## config.mk

```make
export PLATFORM = sky130hd
export DESIGN_NAME = io_slot_flag_interrupt_logic
export DESIGN_NICKNAME = d
export VERILOG_FILES = /design/src/pkg/io_slot_pkg.sv /design/src/rtl/axil_reg_slave.sv /design/src/rtl/io_slot_flag_interrupt_logic.sv
export VERILOG_INCLUDE_DIRS = /design/src /design/src/pkg
export SDC_FILE = /design/constraint.sdc
export NUM_CORES = 1
export LEC_CHECK = 0
export ABC_AREA = 1
export BUFFER_PORTS_ARGS = -buffer_cell sky130_fd_sc_hd__buf_2
export CAP_MARGIN = 20
export CORE_MARGIN = 2
export CORE_UTILIZATION = 38
export DETAILED_ROUTE_END_ITERATION = 8
export MAX_ROUTING_LAYER = met4
export PLACE_DENSITY = 0.72
export RECOVER_POWER = 100
export SLEW_MARGIN = 20
export SYNTH_ARGS = -nofsm -noshare
export SYNTH_HDL_FRONTEND = slang
export SYNTH_SLANG_ARGS = --single-unit
```

## constraint.sdc

```tcl
create_clock -name clk -period 1.5 [get_ports clk]
set_clock_uncertainty 0.05 [all_clocks]
set_input_delay 0 -clock clk [delete_from_list [all_inputs] [get_ports clk]]
set_output_delay 0 -clock clk [all_outputs]
set_load 0.01 [all_outputs]
```

## src/pkg/io_slot_defines.svh

```systemverilog
// constants for the io slot flag and interrupt logic
// assumes inclusion by the package and the bench
`ifndef IO_SLOT_DEFINES_SVH
`define IO_SLOT_DEFINES_SVH

`define IO_SLOT_ADDR_W 8
`define IO_SLOT_DATA_W 32
`define IO_SLOT_WORD_W 16
`define IO_SLOT_WORD_ZERO 16'h0000

// register byte offsets
`define IO_SLOT_OFS_STATUS 8'h00
`define IO_SLOT_OFS_IN_DATA 8'h04
`define IO_SLOT_OFS_OUT_DATA 8'h08
`define IO_SLOT_OFS_EVENTS 8'h0C

// status field positions
`define IO_SLOT_ST_CONTROL 0
`define IO_SLOT_ST_COMMAND 1
`define IO_SLOT_ST_FLAG_BUF 2
`define IO_SLOT_ST_FLAG 3
`define IO_SLOT_ST_IRQ 4
`define IO_SLOT_ST_ADDRESSED 5

// event field positions (write one to clear)
`define IO_SLOT_EV_END_BLOCK 0
`define IO_SLOT_EV_OUT_WORD 1
`define IO_SLOT_EV_IN_WORD 2
`define IO_SLOT_EV_W 3

// reset values
`define IO_SLOT_IN_DATA_RST 16'h0000
`define IO_SLOT_EV_RST 3'h0

// axi responses
`define IO_SLOT_RESP_OKAY 2'h0
`define IO_SLOT_RESP_SLVERR 2'h2

`endif

```

## src/pkg/io_slot_pkg.sv

```systemverilog
// types for the io slot flag and interrupt logic
// assumes the defines header is on the include path
`include "io_slot_defines.svh"

package io_slot_pkg;

  typedef logic [`IO_SLOT_ADDR_W-1:0] addr_t;
  typedef logic [`IO_SLOT_DATA_W-1:0] data_t;
  typedef logic [`IO_SLOT_WORD_W-1:0] word_t;
  typedef logic [1:0] resp_t;

  typedef struct packed {
    logic awready;
    logic wready;
    logic arready;
    logic have_aw;
    logic have_w;
    addr_t waddr;
    data_t wdata;
    logic [3:0] wstrb;
    logic wr_en;
    logic bvalid;
    resp_t bresp;
    logic rvalid;
    data_t rdata;
    resp_t rresp;
  } axil_state_t;

  typedef struct packed {
    logic control;
    logic command;
    logic flag_buf;
    logic flag;
    logic irq;
    logic xfer_strobe_prev;
    word_t in_data;
    word_t out_data;
    logic [`IO_SLOT_EV_W-1:0] events;
    logic skip;
    logic prio_out;
    logic flag_digit_out;
    logic irq_out;
    logic svc_req;
    word_t bus_out;
    logic bus_oe_n;
  } slot_state_t;

endpackage : io_slot_pkg

```

## src/rtl/axil_reg_slave.sv

```systemverilog
// axi4-lite slave front end for a small word register file
// assumes one write and one read in flight at most; read data comes
// combinationally from the owner for the address on araddr
`timescale 1ns/1ps

module axil_reg_slave (
  input wire logic clk,
  input wire logic rst_n,
  input wire logic ce,
  input wire io_slot_pkg::addr_t s_axi_awaddr,
  input wire logic s_axi_awvalid,
  output logic s_axi_awready,
  input wire io_slot_pkg::data_t s_axi_wdata,
  input wire logic [3:0] s_axi_wstrb,
  input wire logic s_axi_wvalid,
  output logic s_axi_wready,
  output io_slot_pkg::resp_t s_axi_bresp,
  output logic s_axi_bvalid,
  input wire logic s_axi_bready,
  input wire io_slot_pkg::addr_t s_axi_araddr,
  input wire logic s_axi_arvalid,
  output logic s_axi_arready,
  output io_slot_pkg::data_t s_axi_rdata,
  output io_slot_pkg::resp_t s_axi_rresp,
  output logic s_axi_rvalid,
  input wire logic s_axi_rready,
  output logic wr_en,
  output io_slot_pkg::addr_t wr_addr,
  output io_slot_pkg::data_t wr_data,
  output logic [3:0] wr_strb,
  input wire logic wr_ok,
  input wire io_slot_pkg::data_t rd_data,
  input wire logic rd_ok
);
  import io_slot_pkg::*;

  axil_state_t s_r;
  axil_state_t s_nxt;

  ////////////////////////////////////////////////////////////////////
  // next state
  always_comb begin
    s_nxt = s_r;
    s_nxt.wr_en = 1'b0;
    if (s_axi_awvalid && s_r.awready) begin
      s_nxt.have_aw = 1'b1;
      s_nxt.awready = 1'b0;
      s_nxt.waddr = s_axi_awaddr;
    end
    if (s_axi_wvalid && s_r.wready) begin
      s_nxt.have_w = 1'b1;
      s_nxt.wready = 1'b0;
      s_nxt.wdata = s_axi_wdata;
      s_nxt.wstrb = s_axi_wstrb;
    end
    // both halves held: commit and answer
    if (s_r.have_aw && s_r.have_w && !s_r.bvalid) begin
      s_nxt.wr_en = 1'b1;
      s_nxt.bvalid = 1'b1;
      s_nxt.bresp = wr_ok ? `IO_SLOT_RESP_OKAY : `IO_SLOT_RESP_SLVERR;
      s_nxt.have_aw = 1'b0;
      s_nxt.have_w = 1'b0;
    end
    if (s_r.bvalid && s_axi_bready) begin
      s_nxt.bvalid = 1'b0;
      s_nxt.awready = 1'b1;
      s_nxt.wready = 1'b1;
    end
    // read: answer the cycle after the address is taken
    if (s_axi_arvalid && s_r.arready) begin
      s_nxt.arready = 1'b0;
      s_nxt.rvalid = 1'b1;
      s_nxt.rdata = rd_data;
      s_nxt.rresp = rd_ok ? `IO_SLOT_RESP_OKAY : `IO_SLOT_RESP_SLVERR;
    end
    if (s_r.rvalid && s_axi_rready) begin
      s_nxt.rvalid = 1'b0;
      s_nxt.arready = 1'b1;
    end
  end

  ////////////////////////////////////////////////////////////////////
  // state register
  always_ff @(posedge clk) begin
    if (!rst_n) begin
      s_r <= '0;
      s_r.awready <= 1'b1;
      s_r.wready <= 1'b1;
      s_r.arready <= 1'b1;
    end else if (ce) begin
      s_r <= s_nxt;
    end
  end

  assign s_axi_awready = s_r.awready;
  assign s_axi_wready = s_r.wready;
  assign s_axi_bvalid = s_r.bvalid;
  assign s_axi_bresp = s_r.bresp;
  assign s_axi_arready = s_r.arready;
  assign s_axi_rvalid = s_r.rvalid;
  assign s_axi_rdata = s_r.rdata;
  assign s_axi_rresp = s_r.rresp;
  assign wr_en = s_r.wr_en;
  assign wr_addr = s_r.waddr;
  assign wr_data = s_r.wdata;
  assign wr_strb = s_r.wstrb;

endmodule : axil_reg_slave

```

## src/rtl/io_slot_flag_interrupt_logic.sv

```systemverilog
// backplane control logic of a plug-in io card: select decode, control,
// command, flag buffer, flag and interrupt request flip-flops, skip test,
// priority chain, channel service request and strobed data transfers
// assumes all backplane inputs are synchronous to clk and active high
//
// Local design decisions: the register addresses and the AXI4-Lite interface to the registers.
`timescale 1ns/1ps

module io_slot_flag_interrupt_logic (
  input wire logic clk,
  input wire logic rst_n,
  input wire logic ce,
  // backplane selection and commands
  input wire logic io_group_active,
  input wire logic select_high_digit,
  input wire logic select_low_digit,
  input wire logic clear_control_cmd,
  input wire logic set_control_cmd,
  input wire logic clear_flag_cmd,
  input wire logic set_flag_cmd,
  input wire logic skip_if_set_cmd,
  input wire logic skip_if_clear_cmd,
  input wire logic global_control_reset,
  input wire logic power_on_flag_preset,
  input wire logic flag_set_timing,
  input wire logic request_set_timing,
  input wire logic global_interrupt_enable,
  input wire logic interrupt_acknowledge,
  input wire logic priority_in,
  input wire logic end_of_block_transfer,
  // data strobes
  input wire logic data_input_strobe,
  input wire logic data_output_strobe,
  input wire logic block_input_strobe,
  input wire logic block_output_strobe,
  input wire logic block_transfer_strobe,
  // io bus, two-way
  input wire io_slot_pkg::word_t io_bus_in,
  output io_slot_pkg::word_t io_bus_out,
  output logic io_bus_oe_n,
  // backplane answers
  output logic skip_line,
  output logic priority_out,
  output logic flag_line_high_digit,
  output logic request_line_low_digit,
  output logic channel_service_request,
  // peripheral side
  input wire logic device_flag,
  // register bus
  input wire io_slot_pkg::addr_t s_axi_awaddr,
  input wire logic s_axi_awvalid,
  output logic s_axi_awready,
  input wire io_slot_pkg::data_t s_axi_wdata,
  input wire logic [3:0] s_axi_wstrb,
  input wire logic s_axi_wvalid,
  output logic s_axi_wready,
  output io_slot_pkg::resp_t s_axi_bresp,
  output logic s_axi_bvalid,
  input wire logic s_axi_bready,
  input wire io_slot_pkg::addr_t s_axi_araddr,
  input wire logic s_axi_arvalid,
  output logic s_axi_arready,
  output io_slot_pkg::data_t s_axi_rdata,
  output io_slot_pkg::resp_t s_axi_rresp,
  output logic s_axi_rvalid,
  input wire logic s_axi_rready
);
  import io_slot_pkg::*;

  slot_state_t s_r;
  slot_state_t s_nxt;

  logic wr_en;
  addr_t wr_addr;
  data_t wr_data;
  logic [3:0] wr_strb;
  logic wr_ok;
  data_t rd_data;
  logic rd_ok;

  ////////////////////////////////////////////////////////////////////
  // register bus front end
  axil_reg_slave u_axil (
    .clk(clk),
    .rst_n(rst_n),
    .ce(ce),
    .s_axi_awaddr(s_axi_awaddr),
    .s_axi_awvalid(s_axi_awvalid),
    .s_axi_awready(s_axi_awready),
    .s_axi_wdata(s_axi_wdata),
    .s_axi_wstrb(s_axi_wstrb),
    .s_axi_wvalid(s_axi_wvalid),
    .s_axi_wready(s_axi_wready),
    .s_axi_bresp(s_axi_bresp),
    .s_axi_bvalid(s_axi_bvalid),
    .s_axi_bready(s_axi_bready),
    .s_axi_araddr(s_axi_araddr),
    .s_axi_arvalid(s_axi_arvalid),
    .s_axi_arready(s_axi_arready),
    .s_axi_rdata(s_axi_rdata),
    .s_axi_rresp(s_axi_rresp),
    .s_axi_rvalid(s_axi_rvalid),
    .s_axi_rready(s_axi_rready),
    .wr_en(wr_en),
    .wr_addr(wr_addr),
    .wr_data(wr_data),
    .wr_strb(wr_strb),
    .wr_ok(wr_ok),
    .rd_data(rd_data),
    .rd_ok(rd_ok)
  );

  ////////////////////////////////////////////////////////////////////
  // register read and write decode
  logic addressed;
  assign addressed = io_group_active && select_high_digit && select_low_digit;

  always_comb begin
    rd_data = '0;
    rd_ok = 1'b1;
    unique case (s_axi_araddr)
      `IO_SLOT_OFS_STATUS: begin
        rd_data[`IO_SLOT_ST_CONTROL] = s_r.control;
        rd_data[`IO_SLOT_ST_COMMAND] = s_r.command;
        rd_data[`IO_SLOT_ST_FLAG_BUF] = s_r.flag_buf;
        rd_data[`IO_SLOT_ST_FLAG] = s_r.flag;
        rd_data[`IO_SLOT_ST_IRQ] = s_r.irq;
        rd_data[`IO_SLOT_ST_ADDRESSED] = addressed;
      end
      `IO_SLOT_OFS_IN_DATA: rd_data[`IO_SLOT_WORD_W-1:0] = s_r.in_data;
      `IO_SLOT_OFS_OUT_DATA: rd_data[`IO_SLOT_WORD_W-1:0] = s_r.out_data;
      `IO_SLOT_OFS_EVENTS: rd_data[`IO_SLOT_EV_W-1:0] = s_r.events;
      default: rd_ok = 1'b0;
    endcase
  end

  always_comb begin
    unique case (wr_addr)
      `IO_SLOT_OFS_STATUS,
      `IO_SLOT_OFS_IN_DATA,
      `IO_SLOT_OFS_OUT_DATA,
      `IO_SLOT_OFS_EVENTS: wr_ok = 1'b1;
      default: wr_ok = 1'b0;
    endcase
  end

  ////////////////////////////////////////////////////////////////////
  // flip-flop network
  logic xfer_strobe_fall;
  logic block_out_take;
  logic out_take;
  logic drive_in;
  logic req_ok;
  logic [`IO_SLOT_EV_W-1:0] ev_set;
  logic [`IO_SLOT_EV_W-1:0] ev_clr;

  always_comb begin
    s_nxt = s_r;

    // control and command
    if (addressed && set_control_cmd) begin
      s_nxt.control = 1'b1;
      s_nxt.command = 1'b1;
    end else if (addressed && clear_control_cmd) begin
      s_nxt.control = 1'b0;
      s_nxt.command = 1'b0;
    end
    if (global_control_reset) begin
      s_nxt.control = 1'b0;
    end

    // flag buffer: sets win over clears
    if ((addressed && set_flag_cmd) || power_on_flag_preset || (device_flag && s_r.command)) begin
      s_nxt.flag_buf = 1'b1;
    end else if (addressed && (clear_flag_cmd || interrupt_acknowledge)) begin
      s_nxt.flag_buf = 1'b0;
    end

    // flag sets from the buffer at the timing pulse; only the clear command clears it
    if (flag_set_timing && s_r.flag_buf) begin
      s_nxt.flag = 1'b1;
    end else if (addressed && clear_flag_cmd) begin
      s_nxt.flag = 1'b0;
    end

    // interrupt request loads at the request pulse and clears whenever interrupts are disabled
    req_ok = s_r.control && s_r.flag_buf && s_r.flag && global_interrupt_enable && priority_in;
    if (request_set_timing) begin
      s_nxt.irq = req_ok;
    end else if (!global_interrupt_enable) begin
      s_nxt.irq = 1'b0;
    end

    // data transfers
    s_nxt.xfer_strobe_prev = block_transfer_strobe;
    xfer_strobe_fall = s_r.xfer_strobe_prev && !block_transfer_strobe;
    block_out_take = xfer_strobe_fall && block_output_strobe;
    out_take = addressed && data_output_strobe;
    if (out_take || block_out_take) begin
      s_nxt.out_data = io_bus_in;
    end
    drive_in = (addressed && data_input_strobe) || block_input_strobe;
    s_nxt.bus_oe_n = !drive_in;
    s_nxt.bus_out = drive_in ? s_r.in_data : `IO_SLOT_WORD_ZERO;

    // software writes
    ev_clr = '0;
    if (wr_en && wr_addr == `IO_SLOT_OFS_IN_DATA) begin
      if (wr_strb[0]) begin
        s_nxt.in_data[7:0] = wr_data[7:0];
      end
      if (wr_strb[1]) begin
        s_nxt.in_data[15:8] = wr_data[15:8];
      end
    end
    if (wr_en && wr_addr == `IO_SLOT_OFS_EVENTS && wr_strb[0]) begin
      ev_clr = wr_data[`IO_SLOT_EV_W-1:0];
    end

    // sticky events, set wins over clear
    ev_set = '0;
    ev_set[`IO_SLOT_EV_END_BLOCK] = end_of_block_transfer;
    ev_set[`IO_SLOT_EV_OUT_WORD] = out_take || block_out_take;
    ev_set[`IO_SLOT_EV_IN_WORD] = block_input_strobe && block_transfer_strobe;
    s_nxt.events = (s_r.events & ~ev_clr) | ev_set;

    // registered backplane answers
    s_nxt.skip = addressed && ((s_r.flag && skip_if_set_cmd) || (!s_r.flag && skip_if_clear_cmd));
    s_nxt.prio_out = priority_in && !s_nxt.irq;
    s_nxt.flag_digit_out = s_nxt.irq && s_nxt.flag;
    s_nxt.irq_out = s_nxt.irq;
    s_nxt.svc_req = s_nxt.flag;
  end

  ////////////////////////////////////////////////////////////////////
  // state register
  always_ff @(posedge clk) begin
    if (!rst_n) begin
      s_r <= '0;
      s_r.in_data <= `IO_SLOT_IN_DATA_RST;
      s_r.events <= `IO_SLOT_EV_RST;
      s_r.bus_oe_n <= 1'b1;
    end else if (ce) begin
      s_r <= s_nxt;
    end
  end

  assign io_bus_out = s_r.bus_out;
  assign io_bus_oe_n = s_r.bus_oe_n;
  assign skip_line = s_r.skip;
  assign priority_out = s_r.prio_out;
  assign flag_line_high_digit = s_r.flag_digit_out;
  assign request_line_low_digit = s_r.irq_out;
  assign channel_service_request = s_r.svc_req;

endmodule : io_slot_flag_interrupt_logic

```

==> impl_metrics.tcl <==
set metrics [dict create \
    antenna-diode-count 0 \
    max-slew-margin-rel_pct 59.2 \
    drt_pass1_iterations 4 \
    utilization_pct 53.8 \
    post-route-min-period_ns 1.44 \
    placed_cell_area_um2 5490 \
    hold_depth 4 \
    die_area_um2 14100 \
    post_synthesis_instance_area_um2 4990 \
    htree_levels 4 \
    grt_antenna_before_repair 0 \
    critical_path_arrival_ns 1.69 \
    avgRoutedWirePerCell_um 13.8 \
    drive_above_1_share_pct 17.4 \
    cts.root.buffer_cell "sky130_fd_sc_hd__clkbuf_16" \
    least_setup_slack_across_all_paths_after_layout_ns 0.0634 \
    synthesis.yosys.warnings 0 \
    first_global_vias 4778 \
    grt_max_degree 56 \
    grt_pass1_wl_um 22800 \
    place_ws_ns 0.0659 \
    leakage_uw 0.00297 \
    r2r_cells 5 \
    synth-seq-area-share_pct 45.3 \
    hpwl_um 8850 \
    fin_setup_tns_ns 0 \
    globalRouteTotalUtil_pct 21.2 \
    ir_worst_vdd_mv 0.770 \
    grt_overflow 0 \
    worst_path_most_repeated_cell "sky130_fd_sc_hd__inv_1" \
    drt_drc_violations_left 0 \
    timing.hold.ws_ns 0.0216 \
    hp-start "rst_n" \
    r2r_slack_ns 0.06 \
    path_cells "inv_1 > o21ai_0 > inv_1 > nand2_1 > dlygate4sd3_1" \
    synth_cells 674 \
    worst_path_largest_cell_delay_ns 0.56 \
    worst_skew_pair.late_latency_ns 0.42 \
    asyncSetResetFlopFracSynth_pct 0 \
    crit_path_start_kind "flop" \
    avgViaCountPerCell 4.63 \
    cts_inserted_buffers 17 \
    yosysUniqueCellTypes 33 \
    r2r_start "u_axil.s_axi_bvalid" \
    totalWireLength_um 14200 \
    cp_slowest_cell "sky130_fd_sc_hd__dlygate4sd3_1" \
    detail_route.iter0.violations 268 \
    critPathKind "flop to flop" \
    num_io_pins 162 \
    cts_tree "yes" \
    start_util_pct 39.2 \
    synth_ff_type "sky130_fd_sc_hd__dfxtp_1" \
    num-nets-final 943 \
    avgSynthCellArea_um2 7.41 \
    final_max_slew_viol_count 0 \
    highest_attainable_clock_frequency_mhz 696 \
    critical_path.max_fanout 3 \
    rows 41 \
    numPortBuffers 125 \
    die_width_um 119 \
    ys_ff_latch 113 \
    worst_hold_class "primary input to flop" \
    synth_edf_count 0 \
    syn_to_layout_area_delta_pct 37.1 \
    clkSinkCount 113 \
    outcome "complete, no violations" \
    die_height_um 119 \
    end_kind "flop" \
    dr_total_vias 4763 \
    r2r-end "u_axil.s_axi_awready" \
    detail-route-antenna-nets 0 \
    crit_required_ns 1.75 \
    period_share_pct 95.8 \
    cap_violations 0 \
    hold_end "s_r[55]" \
    power.density_nw_per_um2 1190 \
    hold_violations 0 \
    setup_viol_count_final 0 \
    place.gp.congestion 0.821 \
    clockBufferDepth 2 \
    fillerInstances 1224 \
    core_region_area_um2 12700 \
    clkSlewWorstSetupHoldPaths_ns 0.06 \
    layout.cell_area.non_filler_um2 6840 \
    tightestPinTransition_ns 0.613 \
]
## how the worst max path moves through the flow
stage	end	cells after the start	start
final	u_axil.s_axi_awready	5	u_axil.s_axi_bvalid
after global routing	s_r[53]	8	u_axil.wr_addr[6]
after CTS	s_r[51]	6	u_axil.wr_addr[6]
after detailed placement	s_r[51]	6	u_axil.wr_addr[6]
after global placement	s_r[52]	6	u_axil.wr_addr[6]
after floorplan	s_r[41]	7	u_axil.wr_addr[0]
## Yosys cell counts, types with 2 or more instances
master | number | share of area (%)
sky130_fd_sc_hd__nand3_1 | 31 | 3.1
sky130_fd_sc_hd__dfxtp_1 | 113 | 45
sky130_fd_sc_hd__clkinv_1 | 2 | 0.15
sky130_fd_sc_hd__buf_2 | 14 | 1.4
sky130_fd_sc_hd__nor2_2 | 2 | 0.25
sky130_fd_sc_hd__nor2_1 | 44 | 3.3
sky130_fd_sc_hd__inv_1 | 87 | 6.5
sky130_fd_sc_hd__buf_6 | 2 | 0.45
sky130_fd_sc_hd__nand2_1 | 103 | 7.7
sky130_fd_sc_hd__inv_2 | 2 | 0.15
sky130_fd_sc_hd__o22ai_1 | 10 | 1.3
sky130_fd_sc_hd__o21ai_0 | 72 | 7.2
sky130_fd_sc_hd__o21ai_1 | 20 | 2.0
sky130_fd_sc_hd__clkbuf_1 | 15 | 1.1
sky130_fd_sc_hd__nand2_2 | 2 | 0.25
sky130_fd_sc_hd__o21bai_1 | 10 | 1.5
sky130_fd_sc_hd__buf_4 | 52 | 7.8
sky130_fd_sc_hd__a21oi_1 | 78 | 7.8
## logic make-up (layout without fill, tap and decap cells)
logic type	after synthesis	after routing	synth area share (%)
AO/OA/AOI/OAI	196	196	20.9
buffers and inverters	175	339	17.7
multiplexers	1	1	0.226
other	1	18	0.0751
AND/OR/NAND/NOR	188	190	15.7
flip-flops	113	113	45.3
## per-layer routing
metal	share of wire (%)	track usage (%)
met4	2.0	8.33
met1	43	22.6
met5	0	-
met3	5.0	5.79
met2	50	37.2
## critical path, delay by kind of cell (launching register included)
| family | cells | cell delay (ns) |
|---|---|---|
| buffers and inverters | 3 | 0.79 |
| AND/OR/NAND/NOR | 1 | 0.07 |
| AO/OA/AOI/OAI | 1 | 0.09 |
| flip-flops | 1 | 0.33 |
## sequential cells by signal, summed over array words and instances, names as in the netlist
name / flops
s_r: 39
io_bus_out: 16
u_axil.s_axi_rdata: 16
u_axil.wr_data: 16
u_axil.wr_addr: 8
u_axil.s_r: 2
u_axil.wr_strb: 2
channel_service_request: 1
flag_line_high_digit: 1
io_bus_oe_n: 1
priority_out: 1
request_line_low_digit: 1
skip_line: 1
u_axil.s_axi_arready: 1
u_axil.s_axi_awready: 1
u_axil.s_axi_bresp: 1
u_axil.s_axi_bvalid: 1
u_axil.s_axi_rresp: 1
u_axil.s_axi_rvalid: 1
u_axil.s_axi_wready: 1
u_axil.wr_en: 1
## placed cells by master, fill, tap and decap left out, types with 2 or more instances in the layout
master                          count
sky130_fd_sc_hd__a21oi_1           78
sky130_fd_sc_hd__buf_12             2
sky130_fd_sc_hd__buf_2             82
sky130_fd_sc_hd__buf_4             14
sky130_fd_sc_hd__bufinv_16          3
sky130_fd_sc_hd__clkbuf_1          44
sky130_fd_sc_hd__clkbuf_16         17
sky130_fd_sc_hd__clkinv_1           2
sky130_fd_sc_hd__clkinv_4           3
sky130_fd_sc_hd__clkinvlp_4         3
sky130_fd_sc_hd__conb_1            18
sky130_fd_sc_hd__dfxtp_1          111
sky130_fd_sc_hd__dfxtp_2            2
sky130_fd_sc_hd__dlygate4sd3_1     73
sky130_fd_sc_hd__inv_1             87
sky130_fd_sc_hd__inv_2              2
sky130_fd_sc_hd__inv_6              4
sky130_fd_sc_hd__nand2_1          103
sky130_fd_sc_hd__nand2_2            2
sky130_fd_sc_hd__nand2_4            2
sky130_fd_sc_hd__nand3_1           30
sky130_fd_sc_hd__nand3_2            2
sky130_fd_sc_hd__nor2_1            43
sky130_fd_sc_hd__nor2_2             3
sky130_fd_sc_hd__o21ai_0           73
sky130_fd_sc_hd__o21ai_1           19
sky130_fd_sc_hd__o21bai_1          10
sky130_fd_sc_hd__o22ai_1           10
## per-stage QoR
stage / instances / power [µW]
final: 1029 / 8160
after global routing: 1029 / 8470
after CTS: 1026 / 8210
after floorplan: 691 / 3690
after global placement: 921 / 3880
after detailed placement: 921 / 3890
## layout make-up
class                   count  area [µm²]  share of cell area [%]
multi-input cells         405        1940                    28.4
flip-flops and latches    113        2260                    33.1
inverters                  91         342                    4.99
clock inverters            14         179                    2.62
well taps                 172         215                    3.15
repair buffers            216        1460                    21.3
clock buffers              18         439                    6.42
## power breakdown
| group | internal (µW) | leakage, µW | switching [µW] |
|---|---|---|---|
| clock network | 2670 | 0.000294 | 1500 |
| logic | 357 | 0.00176 | 406 |
| registers | 3140 | 0.000924 | 80.9 |
| total | 6170 | 0.00297 | 1990 |
## repair_timing
action,in CTS,in global routing
hold buffers,73,0
buffers inserted,0,2
endpoints found under the hold margin,58,0
endpoints found under the setup margin,0,17
gates resized for setup,0,7
No activity file was read; power rests on OpenSTA's default activity.
